File: src/common/ndc_defs.svh
// Constants of the network drive command handler: offsets, fields, resets, limits.
// Assumes inclusion by bare name from the design and checker files.
`ifndef NDC_DEFS_SVH
`define NDC_DEFS_SVH
`define NDC_BIT_FWD        0
`define NDC_BIT_REV        1
`define NDC_BIT_NET_RUN    5
`define NDC_BIT_NET_REF    6
`define NDC_POLL_BYTES     8
`define NDC_FREQ_MAX       16'd36000
`define NDC_RAMP_MIN       16'd1
`define NDC_RAMP_MAX       16'd30000
`define NDC_NODE_MAX       6'd63
`define NDC_NODE_RST       6'd63
`define NDC_EXPL_CLASS     16'd100
`define NDC_EXPL_INST      16'd1
`define NDC_EXPL_ATTR_FREQ 8'd159
`define NDC_OFF_FREQ       12'h000
`define NDC_OFF_ACCEL      12'h004
`define NDC_OFF_DECEL      12'h008
`define NDC_OFF_NODE       12'h00c
`define NDC_OFF_INCH       12'h010
`define NDC_OFF_RAMP2      12'h014
`define NDC_OFF_STATUS     12'h018
`define NDC_OFF_SCANS      12'h01c
`define NDC_FREQ_RST       16'd1500
`define NDC_ACCEL_RST      16'd100
`define NDC_DECEL_RST      16'd100
`define NDC_INCH_RST       16'd500
`define NDC_RAMP2_RST      32'h0064_0064
`endif

File: src/common/ndc_pkg.sv
// Types shared by the command handler files.
// Assumes ndc_defs.svh on the include path.
package ndc_pkg;
  typedef struct packed {
    logic [15:0] w3;
    logic [15:0] w2;
    logic [15:0] w1;
    logic [15:0] w0;
  } ndc_poll_t;

  typedef struct packed {
    logic [5:0]  node;
    logic [15:0] cls;
    logic [15:0] inst;
    logic [7:0]  attr;
    logic        is_set;
    logic [15:0] wdata;
  } ndc_expl_req_t;

  typedef struct packed {
    logic [15:0] rdata;
    logic        err;
  } ndc_expl_rsp_t;

  typedef enum logic [2:0] {
    NDC_STOP = 3'b001,
    NDC_FWD  = 3'b010,
    NDC_REV  = 3'b100
  } ndc_run_t;
endpackage : ndc_pkg

File: src/design/ndc_word_rx.sv
// Assembles one polled scan of eight bytes into four words.
// Assumes bytes come on pclk from the network controller, frame_start before byte 0.
`timescale 1ns/1ns
`include "ndc_defs.svh"
module ndc_word_rx #(
  parameter int NBYTES = `NDC_POLL_BYTES
) (
  input  wire logic              pclk,
  input  wire logic              presetn,
  input  wire logic              frame_start,
  input  wire logic              byte_valid,
  input  wire logic [7:0]        byte_data,
  output ndc_pkg::ndc_poll_t     poll,
  output logic                   scan_done
);
  logic [NBYTES*8-1:0] shift_r;
  logic [3:0]          cnt_r;

  always_ff @(posedge pclk or negedge presetn) begin
    if (!presetn) begin
      shift_r <= '0;
      cnt_r   <= 4'h0;
    end else if (frame_start) begin
      cnt_r <= 4'h0;
    end else if (byte_valid && cnt_r < 4'(NBYTES)) begin
      shift_r <= {byte_data, shift_r[NBYTES*8-1:8]};
      cnt_r   <= cnt_r + 4'h1;
    end
  end

  always_ff @(posedge pclk or negedge presetn) begin
    if (!presetn) begin
      scan_done <= 1'b0;
      poll      <= '0;
    end else begin
      scan_done <= byte_valid && !frame_start && cnt_r == 4'(NBYTES - 1);
      if (byte_valid && !frame_start && cnt_r == 4'(NBYTES - 1)) begin
        poll <= {byte_data, shift_r[NBYTES*8-1:8]};
      end
    end
  end
endmodule : ndc_word_rx

File: src/design/ndc_range_gate.sv
// Holds one network reference, taking a new value only when inside limits.
// Assumes a one-cycle load strobe; only reset drops back to the not-supplied state.
`timescale 1ns/1ns
module ndc_range_gate #(
  parameter logic [15:0] LO = 16'h0000,
  parameter logic [15:0] HI = 16'hffff
) (
  input  wire logic        pclk,
  input  wire logic        presetn,
  input  wire logic        load,
  input  wire logic [15:0] value,
  output logic [15:0]      held,
  output logic             supplied
);
  always_ff @(posedge pclk or negedge presetn) begin
    if (!presetn) begin
      held     <= 16'h0000;
      supplied <= 1'b0;
    end else if (load && value >= LO && value <= HI) begin
      held     <= value;
      supplied <= 1'b1;
    end
  end
endmodule : ndc_range_gate

File: src/design/ndc_top.sv
// Network drive command handler: polled word interpreter, run sequencing, explicit get (sets refused), APB registers.
// Assumes network controller on pclk delivering bytes and explicit requests; terminals are raw pins.
//
// Implementation choices: the APB interface to the registers and the address map.
`timescale 1ns/1ns
`include "ndc_defs.svh"
module ndc_top (
  input  wire logic                  pclk,
  input  wire logic                  presetn,
  input  wire logic                  psel,
  input  wire logic                  penable,
  input  wire logic                  pwrite,
  input  wire logic [11:0]           paddr,
  input  wire logic [31:0]           pwdata,
  output logic [31:0]                prdata,
  output logic                       pready,
  output logic                       pslverr,
  input  wire logic                  poll_frame_start,
  input  wire logic                  poll_byte_valid,
  input  wire logic [7:0]            poll_byte,
  input  wire logic                  expl_req_valid,
  input  wire ndc_pkg::ndc_expl_req_t expl_req,
  output logic                       expl_rsp_valid,
  output ndc_pkg::ndc_expl_rsp_t     expl_rsp,
  input  wire logic                  local_halt_terminal,
  input  wire logic                  multispeed_select_terminal_1,
  input  wire logic                  multispeed_select_terminal_2,
  input  wire logic                  multispeed_select_terminal_3,
  input  wire logic                  multispeed_select_terminal_4,
  input  wire logic                  inch_terminal,
  input  wire logic                  second_ramp_terminal,
  output logic                       motor_run,
  output logic                       motor_reverse,
  output logic [15:0]                freq_cmd,
  output logic [15:0]                accel_cmd,
  output logic [15:0]                decel_cmd,
  output logic [3:0]                 multispeed_code,
  output logic                       multispeed_active,
  output logic                       net_run_source,
  output logic                       net_ref_source,
  output logic                       run_key_led
);
  // Polled scan assembly
  ndc_pkg::ndc_poll_t poll;
  logic               scan_done;

  ndc_word_rx #(
    .NBYTES (`NDC_POLL_BYTES)
  ) u_rx (
    .pclk        (pclk),
    .presetn     (presetn),
    .frame_start (poll_frame_start),
    .byte_valid  (poll_byte_valid),
    .byte_data   (poll_byte),
    .poll        (poll),
    .scan_done   (scan_done)
  );

  // Network references, scaled as the stored profile values
  logic [15:0] net_freq;
  logic [15:0] net_accel;
  logic [15:0] net_decel;
  logic        net_freq_ok;
  logic        net_accel_ok;
  logic        net_decel_ok;

  ndc_range_gate #(
    .LO (16'h0000),
    .HI (`NDC_FREQ_MAX)
  ) u_freq (
    .pclk     (pclk),
    .presetn  (presetn),
    .load     (scan_done),
    .value    (poll.w1),
    .held     (net_freq),
    .supplied (net_freq_ok)
  );

  ndc_range_gate #(
    .LO (`NDC_RAMP_MIN),
    .HI (`NDC_RAMP_MAX)
  ) u_accel (
    .pclk     (pclk),
    .presetn  (presetn),
    .load     (scan_done),
    .value    (poll.w2),
    .held     (net_accel),
    .supplied (net_accel_ok)
  );

  ndc_range_gate #(
    .LO (`NDC_RAMP_MIN),
    .HI (`NDC_RAMP_MAX)
  ) u_decel (
    .pclk     (pclk),
    .presetn  (presetn),
    .load     (scan_done),
    .value    (poll.w3),
    .held     (net_decel),
    .supplied (net_decel_ok)
  );

  // Terminal synchronisers; first stage feeds only the second
  logic [6:0] term_s1_r;
  logic [6:0] term_s2_r;

  always_ff @(posedge pclk or negedge presetn) begin
    if (!presetn) begin
      term_s1_r <= 7'h00;
      term_s2_r <= 7'h00;
    end else begin
      term_s1_r <= {second_ramp_terminal, inch_terminal, local_halt_terminal,
                    multispeed_select_terminal_4, multispeed_select_terminal_3,
                    multispeed_select_terminal_2, multispeed_select_terminal_1};
      term_s2_r <= term_s1_r;
    end
  end

  logic [3:0] ms_code;
  logic       halt_in;
  logic       inch_in;
  logic       ramp2_in;
  assign ms_code  = term_s2_r[3:0];
  assign halt_in  = term_s2_r[4];
  assign inch_in  = term_s2_r[5];
  assign ramp2_in = term_s2_r[6];

  // Stored profile and configuration
  logic [15:0] freq_r;
  logic [15:0] accel_r;
  logic [15:0] decel_r;
  logic [5:0]  node_r;
  logic [15:0] inch_freq_r;
  logic [31:0] ramp2_r;
  logic [31:0] scans_r;

  logic        apb_wr;
  logic        apb_rd;
  assign apb_wr = psel && penable && pwrite;
  assign apb_rd = psel && penable && !pwrite;

  always_ff @(posedge pclk or negedge presetn) begin
    if (!presetn) begin
      freq_r      <= `NDC_FREQ_RST;
      accel_r     <= `NDC_ACCEL_RST;
      decel_r     <= `NDC_DECEL_RST;
      node_r      <= `NDC_NODE_RST;
      inch_freq_r <= `NDC_INCH_RST;
      ramp2_r     <= `NDC_RAMP2_RST;
    end else if (apb_wr) begin
      case (paddr)
        `NDC_OFF_FREQ: begin
          if (pwdata[15:0] <= `NDC_FREQ_MAX) freq_r <= pwdata[15:0];
        end
        `NDC_OFF_ACCEL: begin
          if (pwdata[15:0] >= `NDC_RAMP_MIN && pwdata[15:0] <= `NDC_RAMP_MAX) accel_r <= pwdata[15:0];
        end
        `NDC_OFF_DECEL: begin
          if (pwdata[15:0] >= `NDC_RAMP_MIN && pwdata[15:0] <= `NDC_RAMP_MAX) decel_r <= pwdata[15:0];
        end
        `NDC_OFF_NODE: begin
          if (pwdata[5:0] <= `NDC_NODE_MAX) node_r <= pwdata[5:0];
        end
        `NDC_OFF_INCH: begin
          if (pwdata[15:0] <= `NDC_FREQ_MAX) inch_freq_r <= pwdata[15:0];
        end
        `NDC_OFF_RAMP2: begin
          ramp2_r <= pwdata;
        end
        default: begin
        end
      endcase
    end
  end

  always_ff @(posedge pclk or negedge presetn) begin
    if (!presetn) begin
      scans_r <= 32'h0000_0000;
    end else if (scan_done) begin
      scans_r <= scans_r + 32'h0000_0001;
    end
  end

  // Source selection bits, frozen while rotating
  ndc_pkg::ndc_run_t run_r;
  ndc_pkg::ndc_run_t run_nxt;
  logic              src_run_r;
  logic              src_ref_r;
  logic              fwd_prev_r;
  logic              rev_prev_r;
  logic              fwd_bit;
  logic              rev_bit;
  logic              fwd_rise;
  logic              rev_rise;

  assign fwd_bit  = poll.w0[`NDC_BIT_FWD];
  assign rev_bit  = poll.w0[`NDC_BIT_REV];
  assign fwd_rise = scan_done && fwd_bit && !fwd_prev_r;
  assign rev_rise = scan_done && rev_bit && !rev_prev_r;

  always_ff @(posedge pclk or negedge presetn) begin
    if (!presetn) begin
      src_run_r <= 1'b0;
      src_ref_r <= 1'b0;
    end else if (scan_done && run_r == ndc_pkg::NDC_STOP) begin
      src_run_r <= poll.w0[`NDC_BIT_NET_RUN];
      src_ref_r <= poll.w0[`NDC_BIT_NET_REF];
    end
  end

  always_ff @(posedge pclk or negedge presetn) begin
    if (!presetn) begin
      fwd_prev_r <= 1'b0;
      rev_prev_r <= 1'b0;
    end else if (scan_done) begin
      fwd_prev_r <= fwd_bit;
      rev_prev_r <= rev_bit;
    end
  end

  // Run sequencing; a run bit already high when control is taken needs a fresh edge
  always_comb begin
    run_nxt = run_r;
    case (run_r)
      ndc_pkg::NDC_STOP: begin
        if (src_run_r && !halt_in) begin
          if (fwd_rise && !rev_bit) begin
            run_nxt = ndc_pkg::NDC_FWD;
          end else if (rev_rise && !fwd_bit) begin
            run_nxt = ndc_pkg::NDC_REV;
          end
        end
      end
      ndc_pkg::NDC_FWD: begin
        if (halt_in || (scan_done && !fwd_bit)) run_nxt = ndc_pkg::NDC_STOP;
      end
      ndc_pkg::NDC_REV: begin
        if (halt_in || (scan_done && !rev_bit)) run_nxt = ndc_pkg::NDC_STOP;
      end
      default: begin
        run_nxt = ndc_pkg::NDC_STOP;
      end
    endcase
  end

  always_ff @(posedge pclk or negedge presetn) begin
    if (!presetn) begin
      run_r <= ndc_pkg::NDC_STOP;
    end else begin
      run_r <= run_nxt;
    end
  end

  // Reference selection; terminals first, then network, then stored profile
  logic [15:0] freq_sel;
  logic [15:0] accel_sel;
  logic [15:0] decel_sel;

  always_comb begin
    freq_sel  = (src_ref_r && net_freq_ok) ? net_freq : freq_r;
    accel_sel = (src_ref_r && net_accel_ok) ? net_accel : accel_r;
    decel_sel = (src_ref_r && net_decel_ok) ? net_decel : decel_r;
    if (inch_in) begin
      freq_sel = inch_freq_r;
    end
    if (ramp2_in) begin
      accel_sel = ramp2_r[15:0];
      decel_sel = ramp2_r[31:16];
    end
  end

  always_ff @(posedge pclk or negedge presetn) begin
    if (!presetn) begin
      motor_run         <= 1'b0;
      motor_reverse     <= 1'b0;
      freq_cmd          <= `NDC_FREQ_RST;
      accel_cmd         <= `NDC_ACCEL_RST;
      decel_cmd         <= `NDC_DECEL_RST;
      multispeed_code   <= 4'h0;
      multispeed_active <= 1'b0;
      net_run_source    <= 1'b0;
      net_ref_source    <= 1'b0;
      run_key_led       <= 1'b1;
    end else begin
      motor_run         <= run_r != ndc_pkg::NDC_STOP;
      motor_reverse     <= run_r == ndc_pkg::NDC_REV;
      freq_cmd          <= freq_sel;
      accel_cmd         <= accel_sel;
      decel_cmd         <= decel_sel;
      multispeed_code   <= ms_code;
      multispeed_active <= ms_code != 4'h0;
      net_run_source    <= src_run_r;
      net_ref_source    <= src_ref_r;
      run_key_led       <= !src_run_r && !src_ref_r;
    end
  end

  // Explicit messaging, served beside the polled path
  logic addr_ok;
  logic hit_freq;
  assign addr_ok  = expl_req.node == node_r && expl_req.cls != 16'h0000
                    && expl_req.attr != 8'h00;
  assign hit_freq = expl_req.cls == `NDC_EXPL_CLASS && expl_req.inst == `NDC_EXPL_INST
                    && expl_req.attr == `NDC_EXPL_ATTR_FREQ;

  always_ff @(posedge pclk or negedge presetn) begin
    if (!presetn) begin
      expl_rsp_valid <= 1'b0;
      expl_rsp       <= '0;
    end else begin
      expl_rsp_valid <= expl_req_valid && addr_ok;
      if (expl_req_valid && addr_ok) begin
        if (hit_freq && !expl_req.is_set) begin
          expl_rsp.rdata <= freq_r;
          expl_rsp.err   <= 1'b0;
        end else begin
          // Frequency attribute is get-only; no settable attribute exists here
          expl_rsp.rdata <= 16'h0000;
          expl_rsp.err   <= 1'b1;
        end
      end
    end
  end

  // APB slave, zero wait states
  logic [31:0] rd_mux;
  logic        map_hit;

  always_comb begin
    rd_mux  = 32'h0000_0000;
    map_hit = 1'b1;
    case (paddr)
      `NDC_OFF_FREQ:   rd_mux = {16'h0000, freq_r};
      `NDC_OFF_ACCEL:  rd_mux = {16'h0000, accel_r};
      `NDC_OFF_DECEL:  rd_mux = {16'h0000, decel_r};
      `NDC_OFF_NODE:   rd_mux = {26'h000_0000, node_r};
      `NDC_OFF_INCH:   rd_mux = {16'h0000, inch_freq_r};
      `NDC_OFF_RAMP2:  rd_mux = ramp2_r;
      `NDC_OFF_STATUS: rd_mux = {24'h00_0000, ms_code, run_r == ndc_pkg::NDC_REV,
                                 run_r != ndc_pkg::NDC_STOP, src_ref_r, src_run_r};
      `NDC_OFF_SCANS:  rd_mux = scans_r;
      default:         map_hit = 1'b0;
    endcase
  end

  always_ff @(posedge pclk or negedge presetn) begin
    if (!presetn) begin
      prdata  <= 32'h0000_0000;
      pready  <= 1'b0;
      pslverr <= 1'b0;
    end else begin
      pready  <= psel && !penable;
      pslverr <= psel && !penable && !map_hit;
      if (psel && !penable && !pwrite) begin
        prdata <= rd_mux;
      end
    end
  end
endmodule : ndc_top

File: config.mk
export PLATFORM = sky130hd
export DESIGN_NAME = ndc_top
export DESIGN_NICKNAME = d
export VERILOG_FILES = /design/src/common/ndc_pkg.sv /design/src/design/ndc_word_rx.sv /design/src/design/ndc_range_gate.sv /design/src/design/ndc_top.sv
export VERILOG_INCLUDE_DIRS = /design/src /design/src/common
export SDC_FILE = /design/constraint.sdc
export NUM_CORES = 1
export LEC_CHECK = 0
export BUFFER_PORTS_ARGS = -buffer_cell sky130_fd_sc_hd__buf_2
export CAP_MARGIN = 10
export CORE_AREA = 2 2 196 198
export CTS_CLUSTER_DIAMETER = 100
export DETAILED_ROUTE_END_ITERATION = 6
export DIE_AREA = 0 0 198 200
export GPL_TIMING_DRIVEN = 0
export PLACE_DENSITY = 0.74
export SYNTH_ARGS = -nofsm -noshare
export SYNTH_HDL_FRONTEND = slang
export SYNTH_HIERARCHICAL = 1
export SYNTH_SLANG_ARGS = --single-unit
File: constraint.sdc
create_clock -name pclk -period 2.2 [get_ports pclk]
set_input_delay 0.11 -clock pclk [delete_from_list [all_inputs] [get_ports pclk]]
set_output_delay 0.11 -clock pclk [all_outputs]
set_load 0.03 [all_outputs]
# After elaboration in Yosys (flattened, before gate mapping)
# Index checks and enable logic that the tools add are counted.
[word_totals] input_bits=130 elab_cells=157 out_inout_bits=110 ff_bits=440
[op_classes] n_mux=17 add_sub_neg=2 n_reduce_logical=63 bitwise_logic=1 magnitude_cmp=11 n_eq_ne=20
[op_table] cell="32-bit one-hot mux with 8 select lines" n=1
[op_table] cell="16-bit 2-to-1 mux" n=6
[op_table] cell="16-bit by 1-bit greater-or-equal comparator with 1-bit output, second input constant" n=4
[op_table] cell="12-bit by 5-bit == test with 1-bit output, second input constant" n=4
[op_table] cell="16-bit by 15-bit less-or-equal comparator with 1-bit output, second input constant" n=3
[op_table] cell="1-bit logical AND" n=35
[op_table] cell="32-bit by 1-bit adder with 32-bit output, second input constant" n=1
[op_table] cell="16-bit less-or-equal comparator, second input constant" n=2
[op_table] cell="12-bit by 4-bit == test with 1-bit output, second input constant" n=2
[op_table] cell="17-bit 2-to-1 mux" n=1
[op_table] cell="16-bit by 1-bit == test with 1-bit output, second input constant" n=1
[op_table] cell="16-bit by 7-bit == test with 1-bit output, second input constant" n=1
[op_table] cell="16-bit nonzero test" n=1
[op_table] cell="3-bit 2-to-1 mux" n=5
[op_table] cell="3-bit AND reduction" n=5
[op_table] cell="12-bit by 3-bit == test with 1-bit output, second input constant" n=1
[op_table] cell="1-bit logical NOT" n=12
[op_table] cell="12-bit logical NOT" n=1
[op_table] cell="3-bit one-hot mux with 3 select lines" n=1
[op_table] cell="8-bit == test, second input constant" n=1
[op_table] cell="4-bit 2-to-1 mux" n=2
[op_table] cell="8-bit nonzero test" n=1
[op_table] cell="8-bit OR reduction" n=1
[op_table] cell="6-bit == test" n=1
[op_table] cell="17 further kinds" n=21

# Depth between registers and ports, before layout
[depth] word_depth=7 depth_mapped=7 ltp_nobuf=6

# Hierarchy
# Netlist, hierarchy kept.
[by_module_without_submodules] mod="ndc_top" area_each_um2=11619.9 seq_area_each_um2=6688.9 cells_per_inst=951 instances=1
[by_module_without_submodules] mod="ndc_word_rx" area_each_um2=4948.5 seq_area_each_um2=3128.0 cells_per_inst=272 instances=1
[by_module_without_submodules] mod="ndc_range_gate at u_accel ..." area_each_um2=1164.9 seq_area_each_um2=425.4 cells_per_inst=124 instances=2
[by_module_without_submodules] mod="ndc_range_gate at u_freq" area_each_um2=733.2 seq_area_each_um2=425.4 cells_per_inst=50 instances=1

# Least setup slack after synthesis
# No wires, ideal clock.
[synth_timing] path_type="in2reg" from="input port paddr[9]" to="register accel_r[10]" required_time_ns=2.075 path_stages=7 path_buffers=2 arrival_time_ns=2.143 setup_time_ns=0.125 setup_slack_ns=-0.068 path_cell_list="or4_1 -> or3_1 -> buf_6 -> nor3_4 -> nand4_4 -> buf_6 -> mux2_4"
[synth_between] elab_chain_len=2
[synth_lines] item="start: declaration" line="ndc_top.sv:13" source="input wire logic [11:0] paddr,"
[synth_lines] item="12-bit by 3-bit == test with 1-bit output" line="ndc_top.sv:151" source="case (paddr)"
[synth_lines] item="3-bit AND reduction (no source line)"
[synth_lines] item="end signal: assignment" line="ndc_top.sv:145" source="accel_r <= `NDC_ACCEL_RST;"
[synth_lines] item="end signal: assignment" line="ndc_top.sv:156" source="if (pwdata[15:0] >= `NDC_RAMP_MIN && pwdata[15:0] <= `NDC_RAMP_MAX) accel_r <= pwdata[15:0];"
[synth_lines] item="end: declaration" line="ndc_top.sv:130" source="logic [15:0] accel_r;"
# No other way between the ends.
# A chain may end at the register's enable or synchronous reset.

# Worst setup path in the final report
[layout_timing] from="register u_rx/poll[50] (netlist name)" to="register u_decel.held[3]"
[layout_between] elab_chain_len=3 word_cells_on_any_way=4 classes_between="order compare: 2; reduce/logical: 2"
[layout_lines] item="16-bit by 1-bit greater-or-equal comparator with 1-bit output" line="ndc_range_gate.sv:19" source="end else if (load && value >= LO && value <= HI) begin"
[layout_lines] item="1-bit logical AND" line="ndc_range_gate.sv:19"
[layout_lines] item="1-bit logical AND *" line="ndc_range_gate.sv:19"
[layout_lines] item="end signal: assignment" line="ndc_range_gate.sv:20" source="held <= value;"
[layout_lines] item="end: declaration" line="ndc_range_gate.sv:12" source="output logic [15:0] held,"
# Every way passes the cells marked *; elsewhere a longest branch is shown, timed or not.

==> impl_metrics.toml <==
[grt]
grt_first_pass_wirelength_um = 79000
grt_start_max_net_pins = 125
globalRouteMet3Util_pct = 3.91
gr-usage-met1_pct = 34.5
gr-total-overflow = 0
antenna_violations_before_repair = 1
met2_usage_pct = 43.1
gr-usage-all-layers_pct = 26.1
top_usage_layer = "met2"
grt_pass1_vias = 13800

[sta]
timing_max_transition_violations_final = 0
fin_crit_sh_pct = 101
grt_setup_unrepaired = "yes"
final.min_clock_period_ns = 2.21
finalHoldViolations = 0
timing.final.ws_setup_ns = -0.0119
setup_viol = 2
finalClockSkew_ns = 0.0288
worst_slew_pin_slew_ns = 0.754
max-slew-margin-rel_pct = 49.7
hold_slack_ns = 0.0262
achievable-frequency_ghz = 0.452

[logic_synthesis]
synthCells = 1481
mappedNetlistNets = 1613
synth.yosys.warnings = 6
mappedNetlistArea_um2 = 18900
avgSynthCellArea_um2 = 12.7

[worst_setup_path]
critical_path.slowest_cell = "or4_4"
worst-endpoint-arrival_ns = 2.67
critical_path.max_fanout = 5
setup.worst_path.end_class = "register"
required_arrival_time_at_the_worst_endpoint_ns = 2.66
crit_path_max_incr_delay_ns = 0.54
setup.worst_path.start_class = "register"
rrSetupSlack_ns = -0.01
critPathKind = "reg -> reg"
cp_cell_sequence = "or4_4 > or3_4 > o311a_4 > buf_6 > buf_12 > o211ai_2"

[finish]
area_growth_from_synthesis_to_layout_pct = 21.1
design_area_um2 = 22900
instances_no_fill = 2346
drive_above_1_share_pct = 37.1
nets = 1931

[clocking]
tritoncts_clock_tree = "built"
total_clock_buffers_created_by_cts = 43
cts.sink_count = 421
clk_transition_reported_paths_ns = 0.06
number_of_buffers_between_clock_root_and_the_deepest_sink = 3
worst_skew_pair.late_latency_ns = 0.56
cts.htree.levels = 2
cts-root-buf = "clkbuf_16"

[routing]
totalWireLength_um = 51500
antenna_violating_nets_post_route = 0
drt_pass1_iterations = 5
drc = 0
route.detailed.wl_per_inst_um = 22.0
dr_total_vias = 13600
initialDrtViolationCount = 1127
detail_route.vias_per_cell = 5.82

[die]
die_h_um = 200
die_area_um2 = 39600
fp-row-count = 71
start_util_pct = 50.4
fp.dieW_um = 198
floorplan.core_area_um2 = 37400
io_pins = 240

[power_and_ir_drop]
power.leakage_nw = 10.8
vdd_drop_max_uv = 476
power.density_nw_per_um2 = 750
finalPower_mw = 17.1

[job]
max-cap-violations = 0

[placed_design]
post-dp-hpwl_um = 36800
port_buffers = 215
dp.cells = 2210
postPlaceCellArea_um2 = 20700
gp_routability_congestion = 0.873

[min_path]
hp-class = "in -> reg"

[run_status]
status = "finished, violations left"
violations_in_the_final_reports = "setup timing"
flip-flops by register name, indices dropped and copies added, names as in the netlist, 6 cells and up:
register	flops
inch_freq_r	16
node_r	6
u_accel/held	16
accel_r	16
prdata	32
decel_r	16
term_s2_r	7
expl_rsp	17
scans_r	32
u_rx/shift_r	48
freq_r	16
accel_cmd	16
term_s1_r	7
ramp2_r	32
freq_cmd	16
u_rx/poll	52
u_decel/held	16
decel_cmd	16
u_freq/held	16
metal layers:
| layer | routed length (um) | up-vias |
|---|---|---|
| li1 | - | 6099 |
| met2 | 24900 | 559 |
| met3 | 3360 | 112 |
| met1 | 21200 | 6877 |
| met4 | 2020 | 0 |
| met5 | 0 | - |
final cells by class:
type	count	area [um2]
fill	2824	14500
inverter	43	161
buffer	86	549
timing repair buffer	279	1770
sequential	421	10600
multi-input combinational	925	7690
clock inverter	13	155
antenna	2	5.00
tap	511	639
clock buffer	66	1280
final timing paths:
path / start / to / depth (start not counted)
min in group asynchronous: presetn / u_rx/poll[57]$_DFFE_PN0P_ / 2
min reg2reg: term_s1_r[4]$_DFF_PN0_ / term_s2_r[4]$_DFF_PN0_ / 0
max reg2reg: u_rx/poll[50]$_DFFE_PN0P_ / u_decel/held[3]$_DFFE_PN0P_ / 6
min: paddr[5] / prdata[13]$_DFFE_PN0P_ / 4
max in group asynchronous: presetn / freq_r[0]$_DFFE_PN0P_ / 4
max: u_rx/poll[50]$_DFFE_PN0P_ / u_decel/held[3]$_DFFE_PN0P_ / 6
placed cells by master, fill, tap and decap left out, drive strengths merged, types with 4 or more instances in the layout:
master       count
a221oi           6
buf            265
clkinv           9
nand2          112
inv             44
or4             13
nor2            33
a31oi           24
dfrtp          375
o22ai            9
nand2b           4
xnor2           18
nand4           16
xor2            21
and2             7
and3             7
mux2           227
a22oi           23
mux2i           66
dlygate4sd3     45
a22o            22
nor3            21
nor2b           24
a211oi           7
or2              4
nand3           25
o21ai           85
a21oi           15
clkbuf         121
o211ai          26
nor4            14
dfstp           46
o2111ai         39
worst max-delay path, delay by kind of cell (launching register included):
kind                   cells  cell delay [ns]
AOI/OAI and AO/OA          2             0.48
buffers and inverters      2             0.27
DFF                        1             0.38
and+or+nand+nor            2             0.98
where the power goes:
group | internal (mW) | leakage (nW) | switching [mW]
combinational | 0.582 | 4.64 | 0.619
clock | 4.38 | 0.713 | 3.03
sequential | 8.16 | 5.44 | 0.361
per-stage QoR:
stage,setup WS [ns],util [%],TNS [ns]
floorplan,-0.0608,-,-0.506
global placement,-7.01,55.0,-2860.56
detailed placement,-0.478,55.3,-49.03
CTS,-0.0391,60.7,-0.358
global route,-0.0427,61.1,-0.337
finish,-0.0119,61.1,-0.0139
repair_timing:
action                                  in CTS  in global routing
endpoints found under the setup margin      69                 51
resized for setup                           25                 24
pin swaps                                    0                  9
gates cloned                                 0                  4
hold buffers                                45                  0
endpoints found under the hold margin      167                  0
buffers inserted                             8                  4
(Power assumes the default switching activity.)
